File: config.mk
export PLATFORM = sky130hd
export DESIGN_NAME = spmc_top
export DESIGN_NICKNAME = d
export VERILOG_FILES = /design/src/inc/spmc_pkg.sv /design/src/core/spmc_top.sv
export VERILOG_INCLUDE_DIRS = /design/src /design/src/inc
export SDC_FILE = /design/constraint.sdc
export NUM_CORES = 1
export LEC_CHECK = 0
export BUFFER_PORTS_ARGS = -buffer_cell sky130_fd_sc_hd__buf_2
export CORE_MARGIN = 10
export CORE_UTILIZATION = 35
export CTS_BUF_LIST = sky130_fd_sc_hd__clkbuf_8
export CTS_CLUSTER_DIAMETER = 30
export CTS_CLUSTER_SIZE = 10
export DETAILED_ROUTE_END_ITERATION = 6
export PLACE_DENSITY = 0.61
export RECOVER_POWER = 50
export REMOVE_ABC_BUFFERS = 1
export SLEW_MARGIN = 20
export SYNTH_ARGS = -nofsm -noshare
export SYNTH_HDL_FRONTEND = slang
export SYNTH_SLANG_ARGS = --single-unit
File: constraint.sdc
create_clock -name clk -period 2.1 [get_ports clk]
set_clock_uncertainty 0.1 [all_clocks]
set_input_delay 0.105 -clock clk [delete_from_list [all_inputs] [get_ports clk]]
set_output_delay 0.105 -clock clk [all_outputs]
set_load 0.05 [all_outputs]
File: src/inc/spmc_defines.svh
// register offsets, field positions, reset values and timing counts of the power-mode controller
`ifndef SPMC_DEFINES_SVH
`define SPMC_DEFINES_SVH

// register indices; printed offsets are not all multiples of four, byte address = 4 * index
`define SPMC_IDX_GLOBAL_PWR    8'h0e
`define SPMC_IDX_SLEEP_TIME    8'h0f
`define SPMC_IDX_PORT1_CTL13   8'h1d
`define SPMC_IDX_PORT2_CTL13   8'h2d
`define SPMC_IDX_PORT3_CTL13   8'h3d
`define SPMC_IDX_PORT4_CTL13   8'h4d
`define SPMC_IDX_PORT5_CTL13   8'h5d
`define SPMC_IDX_PHY_CTL0      8'h60
`define SPMC_IDX_STATUS        8'h61

`define SPMC_MODE_MSB          4
`define SPMC_MODE_LSB          3
`define SPMC_PORT_PD_BIT       3
`define SPMC_PHY_PD_BIT        11
`define SPMC_AN_EN_BIT         7

`define SPMC_RST_GLOBAL_PWR    8'h00
`define SPMC_RST_SLEEP_TIME    8'h50
`define SPMC_RST_CTL13         8'h00
`define SPMC_RST_PHY_CTL0      16'h0000

// pulse 120 ns at 125 MHz (8 ns): longest time rounds down -> 15 cycles
`define SPMC_PULSE_NS          120
`define SPMC_CLK_NS            8
`define SPMC_PULSE_CYC         (`SPMC_PULSE_NS / `SPMC_CLK_NS)
`define SPMC_SEC_CYC           125000000
`define SPMC_SLEEP_UNIT_CYC    125000000
`define SPMC_INT_RESET_CYC     16

`endif

File: src/inc/spmc_pkg.sv
// types of the power-mode controller
package spmc_pkg;

   typedef enum logic [1:0] {
      SPMC_MODE_NORMAL = 2'b00,
      SPMC_MODE_ENERGY = 2'b01,
      SPMC_MODE_SOFT_PD = 2'b10,
      SPMC_MODE_SAVING = 2'b11
   } spmc_mode_t;

   typedef enum logic [1:0] {
      SPMC_ED_AWAKE,
      SPMC_ED_ASLEEP
   } spmc_ed_t;

   typedef struct packed {
      logic       pll_on;
      logic       mac_on;
      logic       host_on;
      logic [4:0] phy_tx_on;
      logic [4:0] phy_rx_on;
      logic       sleeping;
   } spmc_pwr_t;

endpackage : spmc_pkg

File: src/core/spmc_top.sv
// power-mode controller of a five-port switch: modes, energy-detect sleep, per-port power-down
//
// What this block does
// - hold everything powered down while hw_power_down_n stays low.
// - on release of hw_power_down_n run an internal reset of the whole chip.
// - mode field bits 4:3 decode as normal, energy detect, soft power-down, saving.
// - mode field reads 00 after power-up or hardware reset.
// - normal mode keeps clocks, PHYs and MACs on; host may pick any mode.
// - energy detect without energy emits 120 ns pulses once per second.
// - energy detect sleeps after idle longer than the go-sleep time value.
// - asleep, everything is off except the receive energy detector.
// - energy seen while asleep returns to the normal power state.
// - soft power-down stops clocks and turns off every PHY and MAC.
// - any host access in soft power-down wakes to normal and resets registers.
// - power saving acts only with mode 11, autoneg on and cable absent.
// - power saving keeps clocks, MAC, registers and host interface alive.
// - power saving keeps PHY transmit on, turns off only the unused receiver.
// - link activity during power saving restores the PHY to normal power.
// - during power saving the host may write the mode field to any mode.
// - port control 13 bit 3 powers down that port's PHY alone.
// - PHY control 0 bit 11 also powers down port 1's PHY.
`timescale 1ns/1ps
`include "spmc_defines.svh"

module spmc_top #(
   parameter int SEC_CYC        = `SPMC_SEC_CYC,         // cycles in one second
   parameter int SLEEP_UNIT_CYC = `SPMC_SLEEP_UNIT_CYC,  // cycles per go-sleep step
   parameter int RST_CYC        = `SPMC_INT_RESET_CYC    // internal reset length
) (
   input  wire logic        clk,             // 125 MHz clock
   input  wire logic        resetn,          // synchronous reset, active low
   input  wire logic        hw_power_down_n, // power-down pin, active low, async
   input  wire logic [4:0]  cable_energy,    // per-port energy detector, async
   input  wire logic [4:0]  cable_present,   // per-port cable connected, async
   input  wire logic        psel,            // apb select
   input  wire logic        penable,         // apb enable
   input  wire logic        pwrite,          // apb direction
   input  wire logic [31:0] paddr,           // apb byte address
   input  wire logic [31:0] pwdata,          // apb write data
   output logic      [31:0] prdata,          // apb read data
   output logic             pready,          // apb ready
   output logic             pslverr,         // apb error, unmapped address
   output logic             pll_on,          // pll clocks enabled
   output logic             mac_on,          // macs enabled
   output logic             host_on,         // host interface enabled
   output logic      [4:0]  phy_tx_on,       // per-port phy transmitter on
   output logic      [4:0]  phy_rx_on,       // per-port phy receiver on
   output logic             detect_pulse,    // 120 ns link pulse while idle
   output logic             chip_reset       // internal chip reset
);

   // =====================================================================
   // state
   typedef struct packed {
      logic [1:0]          pd_sync;
      logic [1:0][4:0]     en_sync;
      logic [1:0][4:0]     cab_sync;
      logic [7:0]          gpwr;
      logic [7:0]          sleep_time;
      logic [4:0][7:0]     ctl13;
      logic [15:0]         phy_ctl0;
      spmc_pkg::spmc_ed_t  ed;
      logic [31:0]         idle_cnt;
      logic [7:0]          idle_units;
      logic [31:0]         sec_cnt;
      logic [7:0]          rst_cnt;
      logic                was_pd;
      logic [31:0]         prdata;
      logic                pready;
      logic                pslverr;
      spmc_pkg::spmc_pwr_t pwr;
      logic                pulse;
      logic                chip_reset;
   } spmc_state_t;

   spmc_state_t s;
   spmc_state_t next_s;

   function automatic logic [7:0] reg_index(input logic [31:0] a);
      reg_index = a[9:2];
   endfunction : reg_index

   function automatic logic [31:0] read_word(input spmc_state_t st, input logic [7:0] idx);
      read_word = 32'h0;
      if (idx == `SPMC_IDX_GLOBAL_PWR) begin
         read_word[7:0] = st.gpwr;
      end else if (idx == `SPMC_IDX_SLEEP_TIME) begin
         read_word[7:0] = st.sleep_time;
      end else if (idx == `SPMC_IDX_PORT1_CTL13) begin
         read_word[7:0] = st.ctl13[0];
      end else if (idx == `SPMC_IDX_PORT2_CTL13) begin
         read_word[7:0] = st.ctl13[1];
      end else if (idx == `SPMC_IDX_PORT3_CTL13) begin
         read_word[7:0] = st.ctl13[2];
      end else if (idx == `SPMC_IDX_PORT4_CTL13) begin
         read_word[7:0] = st.ctl13[3];
      end else if (idx == `SPMC_IDX_PORT5_CTL13) begin
         read_word[7:0] = st.ctl13[4];
      end else if (idx == `SPMC_IDX_PHY_CTL0) begin
         read_word[15:0] = st.phy_ctl0;
      end else if (idx == `SPMC_IDX_STATUS) begin
         read_word[0] = (st.ed == spmc_pkg::SPMC_ED_ASLEEP);
         read_word[5:1] = st.en_sync[1];
      end
   endfunction : read_word

   function automatic logic mapped(input logic [7:0] idx);
      mapped = (idx == `SPMC_IDX_GLOBAL_PWR) || (idx == `SPMC_IDX_SLEEP_TIME)
             || (idx == `SPMC_IDX_PORT1_CTL13) || (idx == `SPMC_IDX_PORT2_CTL13)
             || (idx == `SPMC_IDX_PORT3_CTL13) || (idx == `SPMC_IDX_PORT4_CTL13)
             || (idx == `SPMC_IDX_PORT5_CTL13) || (idx == `SPMC_IDX_PHY_CTL0)
             || (idx == `SPMC_IDX_STATUS);
   endfunction : mapped

   // =====================================================================
   // next state
   logic             pd_low;
   logic [4:0]       energy;
   logic [4:0]       cable;
   logic [7:0]       idx;
   logic             access;
   logic             soft_wake;
   logic             in_reset;
   logic [1:0]       mode;
   logic [4:0]       port_pd;
   logic             save_ok;

   always_comb begin
      next_s = s;
      // only the second synchroniser stage is read below
      next_s.pd_sync  = {s.pd_sync[0], hw_power_down_n};
      next_s.en_sync  = {s.en_sync[0], cable_energy};
      next_s.cab_sync = {s.cab_sync[0], cable_present};
      pd_low = !s.pd_sync[1];
      energy = s.en_sync[1];
      cable  = s.cab_sync[1];
      idx    = reg_index(paddr);
      access = psel && penable && !s.pready;
      mode   = s.gpwr[`SPMC_MODE_MSB:`SPMC_MODE_LSB];
      soft_wake = access && (mode == spmc_pkg::SPMC_MODE_SOFT_PD);
      in_reset  = (s.rst_cnt != 8'h00);

      // apb: one wait state, answer on the second access cycle
      next_s.pready  = access;
      next_s.pslverr = access && !mapped(idx);
      next_s.prdata  = (access && !pwrite) ? read_word(s, idx) : 32'h0;
      if (access && pwrite && !soft_wake) begin
         if (idx == `SPMC_IDX_GLOBAL_PWR) begin
            next_s.gpwr = pwdata[7:0];
         end else if (idx == `SPMC_IDX_SLEEP_TIME) begin
            next_s.sleep_time = pwdata[7:0];
         end else if (idx == `SPMC_IDX_PORT1_CTL13) begin
            next_s.ctl13[0] = pwdata[7:0];
         end else if (idx == `SPMC_IDX_PORT2_CTL13) begin
            next_s.ctl13[1] = pwdata[7:0];
         end else if (idx == `SPMC_IDX_PORT3_CTL13) begin
            next_s.ctl13[2] = pwdata[7:0];
         end else if (idx == `SPMC_IDX_PORT4_CTL13) begin
            next_s.ctl13[3] = pwdata[7:0];
         end else if (idx == `SPMC_IDX_PORT5_CTL13) begin
            next_s.ctl13[4] = pwdata[7:0];
         end else if (idx == `SPMC_IDX_PHY_CTL0) begin
            next_s.phy_ctl0 = pwdata[15:0];
         end
      end

      // energy detect sleep and wake
      next_s.sec_cnt = (s.sec_cnt >= 32'(SEC_CYC - 1)) ? 32'h0 : s.sec_cnt + 32'h1;
      if (mode != spmc_pkg::SPMC_MODE_ENERGY || energy != 5'h00) begin
         next_s.idle_cnt   = 32'h0;
         next_s.idle_units = 8'h00;
         next_s.ed         = spmc_pkg::SPMC_ED_AWAKE;
      end else begin
         case (s.ed)
            spmc_pkg::SPMC_ED_AWAKE: begin
               if (s.idle_cnt >= 32'(SLEEP_UNIT_CYC - 1)) begin
                  next_s.idle_cnt = 32'h0;
                  if (s.idle_units != 8'hff) begin
                     next_s.idle_units = s.idle_units + 8'h01;
                  end
               end else begin
                  next_s.idle_cnt = s.idle_cnt + 32'h1;
               end
               if (s.idle_units > s.sleep_time) begin
                  next_s.ed = spmc_pkg::SPMC_ED_ASLEEP;
               end
            end
            default: begin
               next_s.ed = spmc_pkg::SPMC_ED_ASLEEP;
            end
         endcase
      end
      // pulse high for the first cycles of each second
      // a pulse only starts at the top of a second, so entering the mode never gives a runt
      next_s.pulse = (mode == spmc_pkg::SPMC_MODE_ENERGY) && (energy == 5'h00)
                   && (s.sec_cnt < 32'(`SPMC_PULSE_CYC))
                   && (s.pulse || s.sec_cnt == 32'h0);

      // block power per mode
      port_pd = '0;
      for (int p = 0; p < 5; p++) begin
         port_pd[p] = s.ctl13[p][`SPMC_PORT_PD_BIT];
      end
      port_pd[0] = port_pd[0] | s.phy_ctl0[`SPMC_PHY_PD_BIT];
      save_ok = (mode == spmc_pkg::SPMC_MODE_SAVING)
              && s.ctl13[0][`SPMC_AN_EN_BIT];
      next_s.pwr.pll_on    = 1'b1;
      next_s.pwr.mac_on    = 1'b1;
      next_s.pwr.host_on   = 1'b1;
      next_s.pwr.sleeping  = 1'b0;
      next_s.pwr.phy_tx_on = ~port_pd;
      next_s.pwr.phy_rx_on = ~port_pd;
      case (mode)
         spmc_pkg::SPMC_MODE_ENERGY: begin
            if (s.ed == spmc_pkg::SPMC_ED_ASLEEP) begin
               next_s.pwr.pll_on    = 1'b0;
               next_s.pwr.mac_on    = 1'b0;
               next_s.pwr.host_on   = 1'b0;
               next_s.pwr.phy_tx_on = 5'h00;
               next_s.pwr.phy_rx_on = 5'h00;
               next_s.pwr.sleeping  = 1'b1;
            end
         end
         spmc_pkg::SPMC_MODE_SOFT_PD: begin
            next_s.pwr.pll_on    = 1'b0;
            next_s.pwr.mac_on    = 1'b0;
            next_s.pwr.phy_tx_on = 5'h00;
            next_s.pwr.phy_rx_on = 5'h00;
         end
         spmc_pkg::SPMC_MODE_SAVING: begin
            if (save_ok) begin
               // receiver off only where no cable and no link attempt
               next_s.pwr.phy_rx_on = ~port_pd & (cable | energy);
            end
         end
         default: begin
         end
      endcase

      // hardware power-down and internal reset
      next_s.was_pd = pd_low;
      if (pd_low) begin
         next_s.pwr.pll_on    = 1'b0;
         next_s.pwr.mac_on    = 1'b0;
         next_s.pwr.host_on   = 1'b0;
         next_s.pwr.phy_tx_on = 5'h00;
         next_s.pwr.phy_rx_on = 5'h00;
      end
      if ((s.was_pd && !pd_low) || soft_wake) begin
         next_s.rst_cnt = 8'(RST_CYC);
      end else if (in_reset) begin
         next_s.rst_cnt = s.rst_cnt - 8'h01;
      end
      next_s.chip_reset = pd_low || (next_s.rst_cnt != 8'h00);
      if (pd_low || next_s.rst_cnt != 8'h00) begin
         next_s.gpwr       = `SPMC_RST_GLOBAL_PWR;
         next_s.sleep_time = `SPMC_RST_SLEEP_TIME;
         next_s.ctl13      = {5{`SPMC_RST_CTL13}};
         next_s.phy_ctl0   = `SPMC_RST_PHY_CTL0;
         next_s.ed         = spmc_pkg::SPMC_ED_AWAKE;
      end
   end

   always_ff @(posedge clk) begin
      if (!resetn) begin
         s            <= '0;
         s.pd_sync    <= 2'b11;
         s.sleep_time <= `SPMC_RST_SLEEP_TIME;
         s.ed         <= spmc_pkg::SPMC_ED_AWAKE;
         s.pwr        <= '{1'b1, 1'b1, 1'b1, 5'h1f, 5'h1f, 1'b0};
      end else begin
         s <= next_s;
      end
   end

   assign prdata       = s.prdata;
   assign pready       = s.pready;
   assign pslverr      = s.pslverr;
   assign pll_on       = s.pwr.pll_on;
   assign mac_on       = s.pwr.mac_on;
   assign host_on      = s.pwr.host_on;
   assign phy_tx_on    = s.pwr.phy_tx_on;
   assign phy_rx_on    = s.pwr.phy_rx_on;
   assign detect_pulse = s.pulse;
   assign chip_reset   = s.chip_reset;

   // =====================================================================
   // checks
   a_pd_all_off: assert property (@(posedge clk) disable iff (!resetn)
      !s.pd_sync[1] |=> !pll_on && !mac_on && phy_tx_on == 5'h00)
      else $error("blocks on during hardware power-down");
   a_release_reset: assert property (@(posedge clk) disable iff (!resetn)
      s.was_pd && s.pd_sync[1] |=> chip_reset [*8])
      else $error("no internal reset after power-down release");
   a_reset_mode_zero: assert property (@(posedge clk) disable iff (!resetn)
      chip_reset |-> s.gpwr[4:3] == 2'b00)
      else $error("mode not normal during reset");
   a_soft_pd_off: assert property (@(posedge clk) disable iff (!resetn)
      s.gpwr[4:3] == 2'b10 && !chip_reset |=> !pll_on && phy_rx_on == 5'h00)
      else $error("soft power-down left blocks on");
   a_soft_wake: assert property (@(posedge clk) disable iff (!resetn)
      psel && penable && !pready && s.gpwr[4:3] == 2'b10 |=> chip_reset)
      else $error("host access did not wake soft power-down");
   a_pulse_width: assert property (@(posedge clk)
      disable iff (!resetn || s.en_sync[1] != 5'h00 || s.gpwr[4:3] != 2'b01)
      $rose(detect_pulse) |-> detect_pulse [*8] ##1 detect_pulse [*7] ##1 !detect_pulse)
      else $error("energy pulse width wrong");
   a_sleep_off: assert property (@(posedge clk) disable iff (!resetn)
      s.ed == spmc_pkg::SPMC_ED_ASLEEP && s.gpwr[4:3] == 2'b01 && s.pd_sync[1]
      |=> !pll_on && !host_on && phy_rx_on == 5'h00)
      else $error("blocks on while asleep");
   a_phy0_pd: assert property (@(posedge clk) disable iff (!resetn)
      s.phy_ctl0[11] |=> !phy_tx_on[0] && !phy_rx_on[0])
      else $error("phy control power-down ignored");
   a_save_rx_off: assert property (@(posedge clk) disable iff (!resetn)
      s.gpwr[4:3] == 2'b11 && s.ctl13[0][7] && !s.cab_sync[1][1] && !s.en_sync[1][1]
      && s.pd_sync[1] |=> !phy_rx_on[1] && pll_on && host_on)
      else $error("power saving left an idle receiver on");
   a_save_restore: assert property (@(posedge clk) disable iff (!resetn)
      s.gpwr[4:3] == 2'b11 && s.ctl13[0][7] && s.cab_sync[1][2] && !s.ctl13[2][3]
      && s.pd_sync[1] |=> phy_rx_on[2])
      else $error("receiver not restored on link activity");
   a_wake_energy: assert property (@(posedge clk) disable iff (!resetn)
      s.ed == spmc_pkg::SPMC_ED_ASLEEP && s.en_sync[1] != 5'h00
      |=> s.ed == spmc_pkg::SPMC_ED_AWAKE)
      else $error("energy did not wake the device");
   a_idle_restart: assert property (@(posedge clk) disable iff (!resetn)
      s.en_sync[1] != 5'h00 |=> s.idle_units == 8'h00)
      else $error("idle timer not restarted by energy");
   a_save_tx_on: assert property (@(posedge clk) disable iff (!resetn)
      s.gpwr[4:3] == 2'b11 && s.ctl13 == '0 && !chip_reset && s.pd_sync[1]
      |=> phy_tx_on == 5'h1f && pll_on)
      else $error("power saving dropped transmit or clocks");
   a_port_pd: assert property (@(posedge clk) disable iff (!resetn)
      s.ctl13[2][3] |=> !phy_tx_on[2])
      else $error("port power-down ignored");
   c_sleep: cover property (@(posedge clk) disable iff (!resetn)
      s.ed == spmc_pkg::SPMC_ED_ASLEEP ##[1:20] s.ed == spmc_pkg::SPMC_ED_AWAKE);
   c_soft_wake: cover property (@(posedge clk) disable iff (!resetn)
      s.gpwr[4:3] == 2'b10 ##[1:20] chip_reset);
   c_hw_pd: cover property (@(posedge clk) disable iff (!resetn)
      !s.pd_sync[1] ##1 s.pd_sync[1]);
   c_saving: cover property (@(posedge clk) disable iff (!resetn)
      s.gpwr[4:3] == 2'b11 && s.ctl13[0][7] ##1 phy_rx_on != 5'h1f);
   c_pulse: cover property (@(posedge clk) disable iff (!resetn)
      $rose(detect_pulse));

endmodule : spmc_top

# [After elaboration in Yosys (flattened, before gate mapping)]
# Cells that the tools add are included.
[word_totals] ff_bits=225 in_bits=80 wordCells=140
[op_classes] addsub=4 n_lt_le_gt_ge=4 eq_ne=15 mux=22 bitwise_logic=14 n_reduce_logical=50
[ops] op="$mux W8" n=9
[ops] op="$add A32 B1 Y32 const B" n=2
[ops] op="$ge A32 B27 Y1 const B" n=2
[ops] op="$eq A8 B7 Y1 const B" n=4
[ops] op="$logic_not A32 Y1" n=1
[ops] op="$lt A32 B4 Y1 const B" n=1
[ops] op="$mux W32" n=1
[ops] op="$eq A8 B4 Y1 const B" n=2
[ops] op="$eq A8 B6 Y1 const B" n=2
[ops] op="$reduce_bool A8 Y1" n=2
[ops] op="$pmux W5 S3" n=1
[ops] op="$mux W14" n=1
[ops] op="$mux W13" n=1
[ops] op="$logic_and A1 B1 Y1" n=12
[ops] op="$logic_or A1 B1 Y1" n=12
[ops] op="$mux W6" n=2
[ops] op="$mux W10" n=1
[ops] op="$not A1 Y1" n=10
[ops] op="$pmux W5 S2" n=1
[ops] op="$reduce_or A10 Y1" n=1
[ops] op="$reduce_and A9 Y1" n=1
[ops] op="$add A8 B1 Y8 const B" n=1
[ops] op="$eq A8 B5 Y1 const B" n=1
[ops] op="$gt A8 B8 Y1" n=1
[ops] op="other kinds (26)" n=37

# [Depth between registers and ports, before layout]
# Gate-level depths: netlist of the first run.
[logic_depth] word_depth=11 mapped_depth=9 depth_no_buf=7

# [Worst setup path after synthesis of the first run]
# Ideal clock, no wire load.
[synth_timing] path_type="register to register" from="register s (netlist bit pready)" to="register s (netlist bit mode[0])" arrival_time_ps=2112 setup_slack_ps=-239 path_stages_with_launch=8 period_less_slack_ps=2339 path_cell_list="dfxtp_1 -> and3b_1 -> nand3b_1 -> buf_1 -> nand3b_1 -> buf_1 -> mux2i_1 -> nor2_1"
[synth_between] elab_chain_cells=8
[synth_rtl] element="start, declared" line="spmc_top.sv:76" rtl="spmc_state_t s;"
[synth_rtl] element="start signal, assigned" line="spmc_top.sv:272" rtl="s <= next_s;"
[synth_rtl] element="$logic_not A1 Y1 *" line="spmc_top.sv:138" rtl="access = psel && penable && !s.pready;"
[synth_rtl] element="$logic_and A1 B1 Y1 *" line="spmc_top.sv:138"
[synth_rtl] element="$logic_and A1 B1 Y1" line="spmc_top.sv:140" rtl="soft_wake = access && (mode == spmc_pkg::SPMC_MODE_SOFT_PD);"
[synth_rtl] element="$logic_or A1 B1 Y1" line="spmc_top.sv:249" rtl="if ((s.was_pd && !pd_low) || soft_wake) begin"
[synth_rtl] element="$mux W8" line="spmc_top.sv:249"
[synth_rtl] element="$reduce_bool A8 Y1" line="spmc_top.sv:255" rtl="if (pd_low || next_s.rst_cnt != 8'h00) begin"
[synth_rtl] element="$logic_or A1 B1 Y1" line="spmc_top.sv:255"
[synth_rtl] element="$reduce_or A2 Y1 (no line)"
# Mark *: on every way between the ends. The rest lies on a longest branch, timed or not.
# A chain may end at the register's enable or synchronous reset.

# [Worst setup path after layout of the first run]
[layout_timing] from="register s[99] (netlist name)" to="register s[94] (netlist name)"
[layout_between] elab_chain_cells=2
[layout_rtl] element="$ge A32 B27 Y1" line="spmc_top.sv:176" rtl="if (s.idle_cnt >= 32'(SLEEP_UNIT_CYC - 1)) begin"
[layout_rtl] element="$reduce_and A3 Y1 (no line)"
# Every way passes these cells.

==> metrics.md, run 1 <==
| Metric | Value |
|---|---|
| Status | `finished clean` |
| Die Span X | `184 um` |
| Final wirelength | `23900 um` |
| Clock Pin Slew Worst Setup and Hold Paths | `0.07 ns` |
| CTS H-tree depth | `2` |
| Internal | `slightly above 8000 uW` |
| Clock Sinks | `about 210` |
| FF-to-FF path depth | `7` |
| R2r startpoint | `s[99]` |
| RSZ-0062 raised after global routing | `true` |
| # setup viols final | `0` |
| Die ar. | `~34000 sq um` |
| First-pass GRT wire length | `38900 um` |
| PD cells | `between 800 and 900 nW/um^2` |
| Synthesized area | `approximately 9500 sq um` |
| Area grow syn2layout | `30.4%` |
| Post-synth EDFFs | `0` |
| Number of core rows | `60` |
| Hold Path Depth | `5` |
| TritonCTS clock tree | `yes` |
| I/O Buffers | `72` |
| Vias in the first global route | `between 7000 and 8000` |
| Post-Synthesis Cells | `~1100` |
| Worst slew pin tran | `0.630 ns` |
| Initial drt markers | `about 350` |
| Gate power share | `a little under an eighth` |
| Commonest non-fill, non-tap cell in the layout | `dfxtp_1` |
| Worst EP required | `2.50 ns` |
| Layout cell share with drive strength beyond 1 | `21.0%` |
| CP startpoint | `s[99]` |
| CP endpoint kind | `flop` |
| Largest cells by area after synthesis | `dfxtp_1 (44%), mux2i_1 (7.8%), nor2_1 (6.6%), buf_4 (3.4%), xnor2_1 (3.1%)` |
| Via count | `approximately 7900` |
| Cts bufs inserted | `about 50` |
| Worst hold path type | `input port to flop` |
| Post-route ant nets | `0` |
| Overflow after GRT | `0` |
| Max-cap violation count | `0` |
| Hold slack | `between 0.08 and 0.09 ns` |
| Seq/Total Area, Yosys | `44.0%` |
| Commonest register cell after synthesis | `dfxtp_1` |
| Switching power share of the total | `a little over a quarter` |
| Largest buffer count on any clock path | `3` |
| Yosys top cell by area | `dfxtp_1` |
| Min-delay src | `paddr[2]` |
| Kind of critical path | `flop to flop` |
| Initial core utilization | `approximately a third` |
| Yosys top cell area share | `44.0%` |
| Pre-antenna DRT Iters | `5` |
| Initial antenna violation count | `1` |
| Core Region | `approximately 27000 sq um` |
| Largest net degree at the start of global routing | `34` |
| Worst EP arrival | `2.44 ns` |
| Max Slew Vio Count | `0` |
| IO Pins | `129` |
| Residual DRC count | `0` |
| Syn avg cell area | `about 8.8 sq um` |
| Post-synth ARST share | `0%` |
| Skew-Pair Late Insertion Delay | `about 0.58 ns` |
| Synth unique cells | `65` |
| Final Power | `about 11000 uW` |
| Overall Global Routing Usage | `~14%` |
| Fmax | `about 0.5 GHz` |
| Via density per instance | `around 4.8` |
| Peak supply drop | `just over 0.0007 V` |
| CP startpoint kind | `flop` |
| Slew HR | `58.2%` |
| Min cycle time layout | `between 2 and 2.5 ns` |
| Reg2reg setup slack | `between 0.05 and 0.06 ns` |
| Layout net count | `between 1000 and 1500` |
| Seq pwr share | `37.3%` |
| Drt wl/cell | `between 10 and 15 um` |
| Ant. Diodes | `0` |
| Most frequent cells in the layout | `dfxtp_1 (205), nor2_1 (164), buf_4 (89)` |
| Die height | `between 150 and 200 um` |
| Final Hold Viols | `0` |
| CP max FO | `7` |
| Clock share of power | `around half` |
| Detail Placement HPWL | `around 17000 um` |
| Leakage Power | `0.00474 uW` |
| Period utilization | `about 97%` |
| NetSw | `about 2900 uW` |
| Syn. warnings | `0` |
| Root Buffer | `clkbuf_8` |
| Seq cells post-synth | `~210` |
| Routability cong. | `about 0.84` |
state kept, by name, summed over array words and instances, names as in the netlist, 2 cells and up:
signal     cells
prdata        16
cable          5
s            149
mode           2
phy_rx_on      5
next_s        11
energy         5
phy_tx_on      5
port_pd        4
what timing repair did:
item	in CTS	in global routing
pin swaps	3	9
hold endpoints to repair	116	0
hold buffers	30	0
buffers inserted	0	3
cloned	0	1
setup endpoints to repair	47	129
gates resized for setup	4	34
stage by stage:
step / cells / TNS, ns / worst slack (ns) / util [%] / cell area, sq um
2_1_floorplan: 991 / -138.45 / -1.67 / - / 8960
3_3_place_gp: 1517 / -0.0968 / -0.0233 / 40.0 / 10700
3_5_place_dp: 1517 / -1.30 / -0.0499 / 40.0 / 10700
4_1_cts: 1638 / 0 / 0.00237 / 45.7 / 12300
5_1_grt: 1642 / -0.178 / -0.0288 / 46.0 / 12300
6_report: 1642 / 0 / 0.0582 / 46.0 / 12300
final timing paths:
path,to
max,s[94]
max reg2reg,s[94]
min,prdata[6]
min reg2reg,s[226]
layout make-up:
cell class              count  area (sq um)
clock inverters            35           444
flip-flops and latches    208          4170
clock buffers              56           771
fillers                  2599         14500
multi-input cells         756          4820
well taps                 341           427
inverters                  27           101
repair buffers            219          1600
power by group through the flow:
stage	registers, uW	logic (uW)	clock network (uW)
floorplan	4250	586	0
global placement	4200	1200	0
detailed placement	4200	1220	0
CTS	4120	1270	5770
global route	4140	1450	5970
finish	4130	1310	5630
cell usage after synthesis, types with 4 or more instances:
| cell type | number |
|---|---|
| a211oi_1 | 4 |
| a21o_1 | 4 |
| a21oi_1 | 45 |
| and2_1 | 30 |
| and3_1 | 14 |
| and4_1 | 6 |
| buf_1 | 13 |
| buf_4 | 43 |
| clkbuf_1 | 41 |
| dfxtp_1 | 208 |
| ha_1 | 18 |
| inv_1 | 27 |
| mux2i_1 | 74 |
| nand2_1 | 65 |
| nand2b_1 | 9 |
| nand3_1 | 27 |
| nand3b_1 | 4 |
| nand4_1 | 22 |
| nor2_1 | 167 |
| nor2b_1 | 4 |
| nor3_1 | 27 |
| nor3b_1 | 4 |
| nor4_1 | 13 |
| nor4bb_1 | 8 |
| o21a_1 | 6 |
| o21ai_0 | 44 |
| o221ai_1 | 5 |
| o22a_1 | 5 |
| o31ai_1 | 6 |
| or3_1 | 9 |
| or4_1 | 13 |
| xnor2_1 | 33 |
| xor2_1 | 25 |
logic make-up after synthesis:
family	Yosys count	synth area share, %
compound gates	138	8.87
xor+xnor	58	5.37
fa+ha+maj	18	2.38
buf+inv	128	7.08
flops	208	44.0
mux	77	8.19
other cells	1	0.0397
simple gates	444	24.0
layer usage:
layer	vias up	global-route usage [%]	share of wire, %
met2	169	22.6	47
li1	4043	-	-
met5	-	0	0
met4	0	4.79	1.9
met1	3663	17.6	46
met3	39	3.01	5.0
worst max-delay path: stages (launching register included):
cell and delay [ns]:
dfxtp_2 0.35, ha_4 0.13, and3_1 0.15, a211oi_1 0.07, o311a_1 0.39, buf_6 0.16, or4_1 0.49, a21oi_1 0.14
Power figures use the tool's default switching activity.
==> run 2: changes to the inputs <==
--- a/config.mk
+++ b/config.mk
@@ -7,16 +7,18 @@
 export NUM_CORES = 1
 export LEC_CHECK = 0
 export BUFFER_PORTS_ARGS = -buffer_cell sky130_fd_sc_hd__buf_2
+export CORE_ASPECT_RATIO = 1.4
 export CORE_MARGIN = 10
 export CORE_UTILIZATION = 35
 export CTS_BUF_LIST = sky130_fd_sc_hd__clkbuf_8
 export CTS_CLUSTER_DIAMETER = 30
 export CTS_CLUSTER_SIZE = 10
 export DETAILED_ROUTE_END_ITERATION = 6
-export PLACE_DENSITY = 0.61
+export PLACE_DENSITY = 0.59
 export RECOVER_POWER = 50
 export REMOVE_ABC_BUFFERS = 1
 export SLEW_MARGIN = 20
 export SYNTH_ARGS = -nofsm -noshare
 export SYNTH_HDL_FRONTEND = slang
 export SYNTH_SLANG_ARGS = --single-unit
+export TNS_END_PERCENT = 20
==> constraint.sdc (replaced) <==
create_clock -name clk -period 2 [get_ports clk]
set_clock_uncertainty 0.1 [all_clocks]
set_input_delay 0.1 -clock clk [delete_from_list [all_inputs] [get_ports clk]]
set_output_delay 0.1 -clock clk [all_outputs]
set_load 0.05 [all_outputs]
==> run 2 against run 1 <==
  * The flow now finishes with violations (setup timing)
  * Non-clock buffer count up 42
  * Critical path depth shrank 2
  * Fmax down 0.29%
  * Global-route usage increased by 0.16 points
  * Critical path type unchanged
  * Largest cell class unchanged
==> metrics.md, run 2 (same netlist as run 1, synthesis figures left out) <==
| Metric | Value |
|---|---|
| Status | `complete, but fails checks (was finished clean)` |
| Violated checks | `setup timing` |
| Worst EP required | `2.36 ns (was 2.50 ns)` |
| Via count | `8150 (was 7914)` |
| PnR worst setup slack | `-0.0479 ns (was 0.0582 ns)` |
| Layout cell share with drive strength beyond 1 | `25.4% (was 21.0%)` |
| CP startpoint kind | `flop (unchanged)` |
| Placement-stage cell area | `10900 sq um (was 10700 sq um)` |
| Slew HR | `52.5% (was 58.2%)` |
| Layout net count | `1392 (was 1359)` |
| Hold Path Depth | `5 (unchanged)` |
| Busiest layer in global routing | `met2 (unchanged)` |
| Most frequent cells in the layout | `dfxtp_1 (202), nor2_1 (151), buf_4 (124) (was dfxtp_1 (205), nor2_1 (164), buf_4 (89))` |
| TritonCTS clock tree | `yes (unchanged)` |
| Worst Hold End | `pready (was prdata[6])` |
| Ant. Diodes | `0 (unchanged)` |
| Detail Placement HPWL | `17500 um (was 16800 um)` |
| Initial drt markers | `341 (was 349)` |
| Max-cap violation count | `0 (unchanged)` |
| Worst slew pin tran | `0.712 ns (was 0.630 ns)` |
| Hold slack | `0.0927 ns (was 0.0842 ns)` |
| Root Buffer | `clkbuf_8 (unchanged)` |
| Worst hold path type | `input port to flop (unchanged)` |
| Worst EP arrival | `2.41 ns (was 2.44 ns)` |
| Filler cells | `2581 (was 2599)` |
| Die height | `214 um (was 184 um)` |
| Setup_tns | `-0.355 ns (was 0 ns)` |
| FF-to-FF path depth | `5 (was 7)` |
| Routability cong. | `0.875 (was 0.835)` |
| CP endpoint kind | `flop (unchanged)` |
| Kind of critical path | `flop to flop (unchanged)` |
| Met1 usage | `16.0% (was 17.6%)` |
| Largest register FFs | `149 (unchanged)` |
| Final design area excluding fillers | `12800 sq um (was 12300 sq um)` |
| Initial antenna violation count | `0 (was 1)` |
| Largest Register | `s (unchanged)` |
| Largest net degree at the start of global routing | `32 (was 34)` |
| Period utilization | `102% (was 97.2%)` |
| Max Slew Vio Count | `0 (unchanged)` |
| Number of core rows | `71 (was 60)` |
| Post-route ant nets | `0 (unchanged)` |
| Largest buffer count on any clock path | `3 (unchanged)` |
| FF-to-FF End | `detect_pulse (was s[94])` |
| Worst path cell trace | `or4_1 > nor2_2 > nand4_1 > or4_4 > a2111oi_4 (was ha_4 > and3_1 > a211oi_1 > o311a_1 > buf_6 > or4_1 > a21oi_1)` |
| Die Span X | `159 um (was 184 um)` |
| Final Hold Viols | `0 (unchanged)` |
| Reg2reg setup slack | `-0.05 ns (was 0.06 ns)` |
| First-pass GRT wire length | `40300 um (was 38900 um)` |
| Via density per instance | `4.83 (was 4.82)` |
| R2r startpoint | `s[82] (was s[99])` |
| Min-delay src | `psel (was paddr[2])` |
| Vias in the first global route | `8156 (was 7966)` |
| # setup viols final | `22 (was 0)` |
| CTS H-tree depth | `2 (unchanged)` |
| Min cycle time layout | `2.05 ns (was 2.04 ns)` |
| Leakage Power | `0.00489 uW (was 0.00474 uW)` |
| Overflow after GRT | `0 (unchanged)` |
| Grt met2 use | `24.8% (was 22.6%)` |
| Skew-Pair Late Insertion Delay | `0.56 ns (was 0.58 ns)` |
| Cts bufs inserted | `39 (was 49)` |
| Clock Sinks | `208 (unchanged)` |
| PD cells | `872 nW/um^2 (was 898 nW/um^2)` |
| Pre-antenna DRT Iters | `5 (unchanged)` |
| CP peak stage delay | `0.55 ns (was 0.49 ns)` |
| Area grow syn2layout | `35.0% (was 30.4%)` |
| Final wirelength | `25400 um (was 23900 um)` |
| IO Pins | `129 (unchanged)` |
| RSZ-0062 raised after global routing | `true (unchanged)` |
| Peak supply drop | `0.000578 V (was 0.000728 V)` |
| GR Util met3 | `3.17% (was 3.01%)` |
| I/O Buffers | `72 (unchanged)` |
| Overall Global Routing Usage | `14.0% (was 13.8%)` |
| Clock Pin Slew Worst Setup and Hold Paths | `0.06 ns (was 0.07 ns)` |
| CP max FO | `2 (was 7)` |
| Initial core utilization | `35.4% (was 35.3%)` |
| Commonest non-fill, non-tap cell in the layout | `dfxtp_1 (unchanged)` |
| Residual DRC count | `0 (unchanged)` |
| Core Region | `26700 sq um (was 26800 sq um)` |
| Drt wl/cell | `15.0 um (was 14.5 um)` |
| Die ar. | `34100 sq um (was 34000 sq um)` |
| Fmax | `0.488 GHz (was 0.490 GHz)` |
| Critical path's slowest cell | `or4_1 (unchanged)` |
run 2: cell type report:
type / count / area, sq um / area share (%)
multi-input combinational: 757 / 5080 / 39.8
sequential: 208 / 4170 / 32.7
clock buffer: 42 / 578 / 4.53
inverter: 27 / 101 / 0.794
timing repair buffer: 261 / 2000 / 15.7
tap: 365 / 457 / 3.58
clock inverter: 27 / 372 / 2.91
run 2: metrics by stage:
stage / utilization (%) / std cells / total power [uW] / setup WS [ns]
CTS: 46.3 / 1680 / 11000 / -0.0103
global route: 47.7 / 1687 / 11600 / -0.114
finish: 47.7 / 1687 / 11100 / -0.0479
detailed placement: 40.6 / 1566 / 5710 / -0.156
floorplan: - / 991 / 5080 / -1.77
global placement: 40.6 / 1566 / 5700 / -0.141
run 2: worst max path at each step:
| stage | from | endpoint | slack [ns] | cells past startpoint |
|---|---|---|---|---|
| finish | s[82] | detect_pulse | -0.05 | 5 |
| global route | s[118] | s[98] | -0.11 | 5 |
| CTS | mode[0] | s[141] | -0.01 | 7 |
| detailed placement | s[51] | s[171] | -0.16 | 10 |
| global placement | s[51] | s[172] | -0.14 | 10 |
| floorplan | s[51] | s[193] | -1.77 | 7 |
run 2: layer usage:
layer | share of wire [%] | wire length, um | up-vias
met5 | 0 | 0 | -
met4 | 2.6 | 664 | 0
met3 | 4.5 | 1150 | 53
met2 | 50 | 12800 | 187
met1 | 42 | 10800 | 3823
li1 | - | - | 4087
run 2: critical path: cells and delay by family, from the launching register on:
| kind | cells | cell delay (ns) |
|---|---|---|
| AND/OR/NAND/NOR | 4 | 1.23 |
| flip-flops | 1 | 0.31 |
| AO/OA/AOI/OAI | 1 | 0.31 |
run 2: power by group:
| part | leakage, uW | switching (uW) | internal (uW) |
|---|---|---|---|
| Combinational | 0.00272 | 880 | 856 |
| Clock | 0.000476 | 1980 | 3040 |
| Sequential | 0.00169 | 101 | 4260 |
run 2: timing repair:
| action | in CTS | in global routing |
|---|---|---|
| buffers inserted | 5 | 3 |
| pin swaps | 7 | 25 |
| endpoints found under the setup margin | 135 | 147 |
| gates resized for setup | 25 | 76 |
| hold buffers | 40 | 0 |
| hold endpoints to repair | 132 | 0 |
| gates cloned | 0 | 5 |
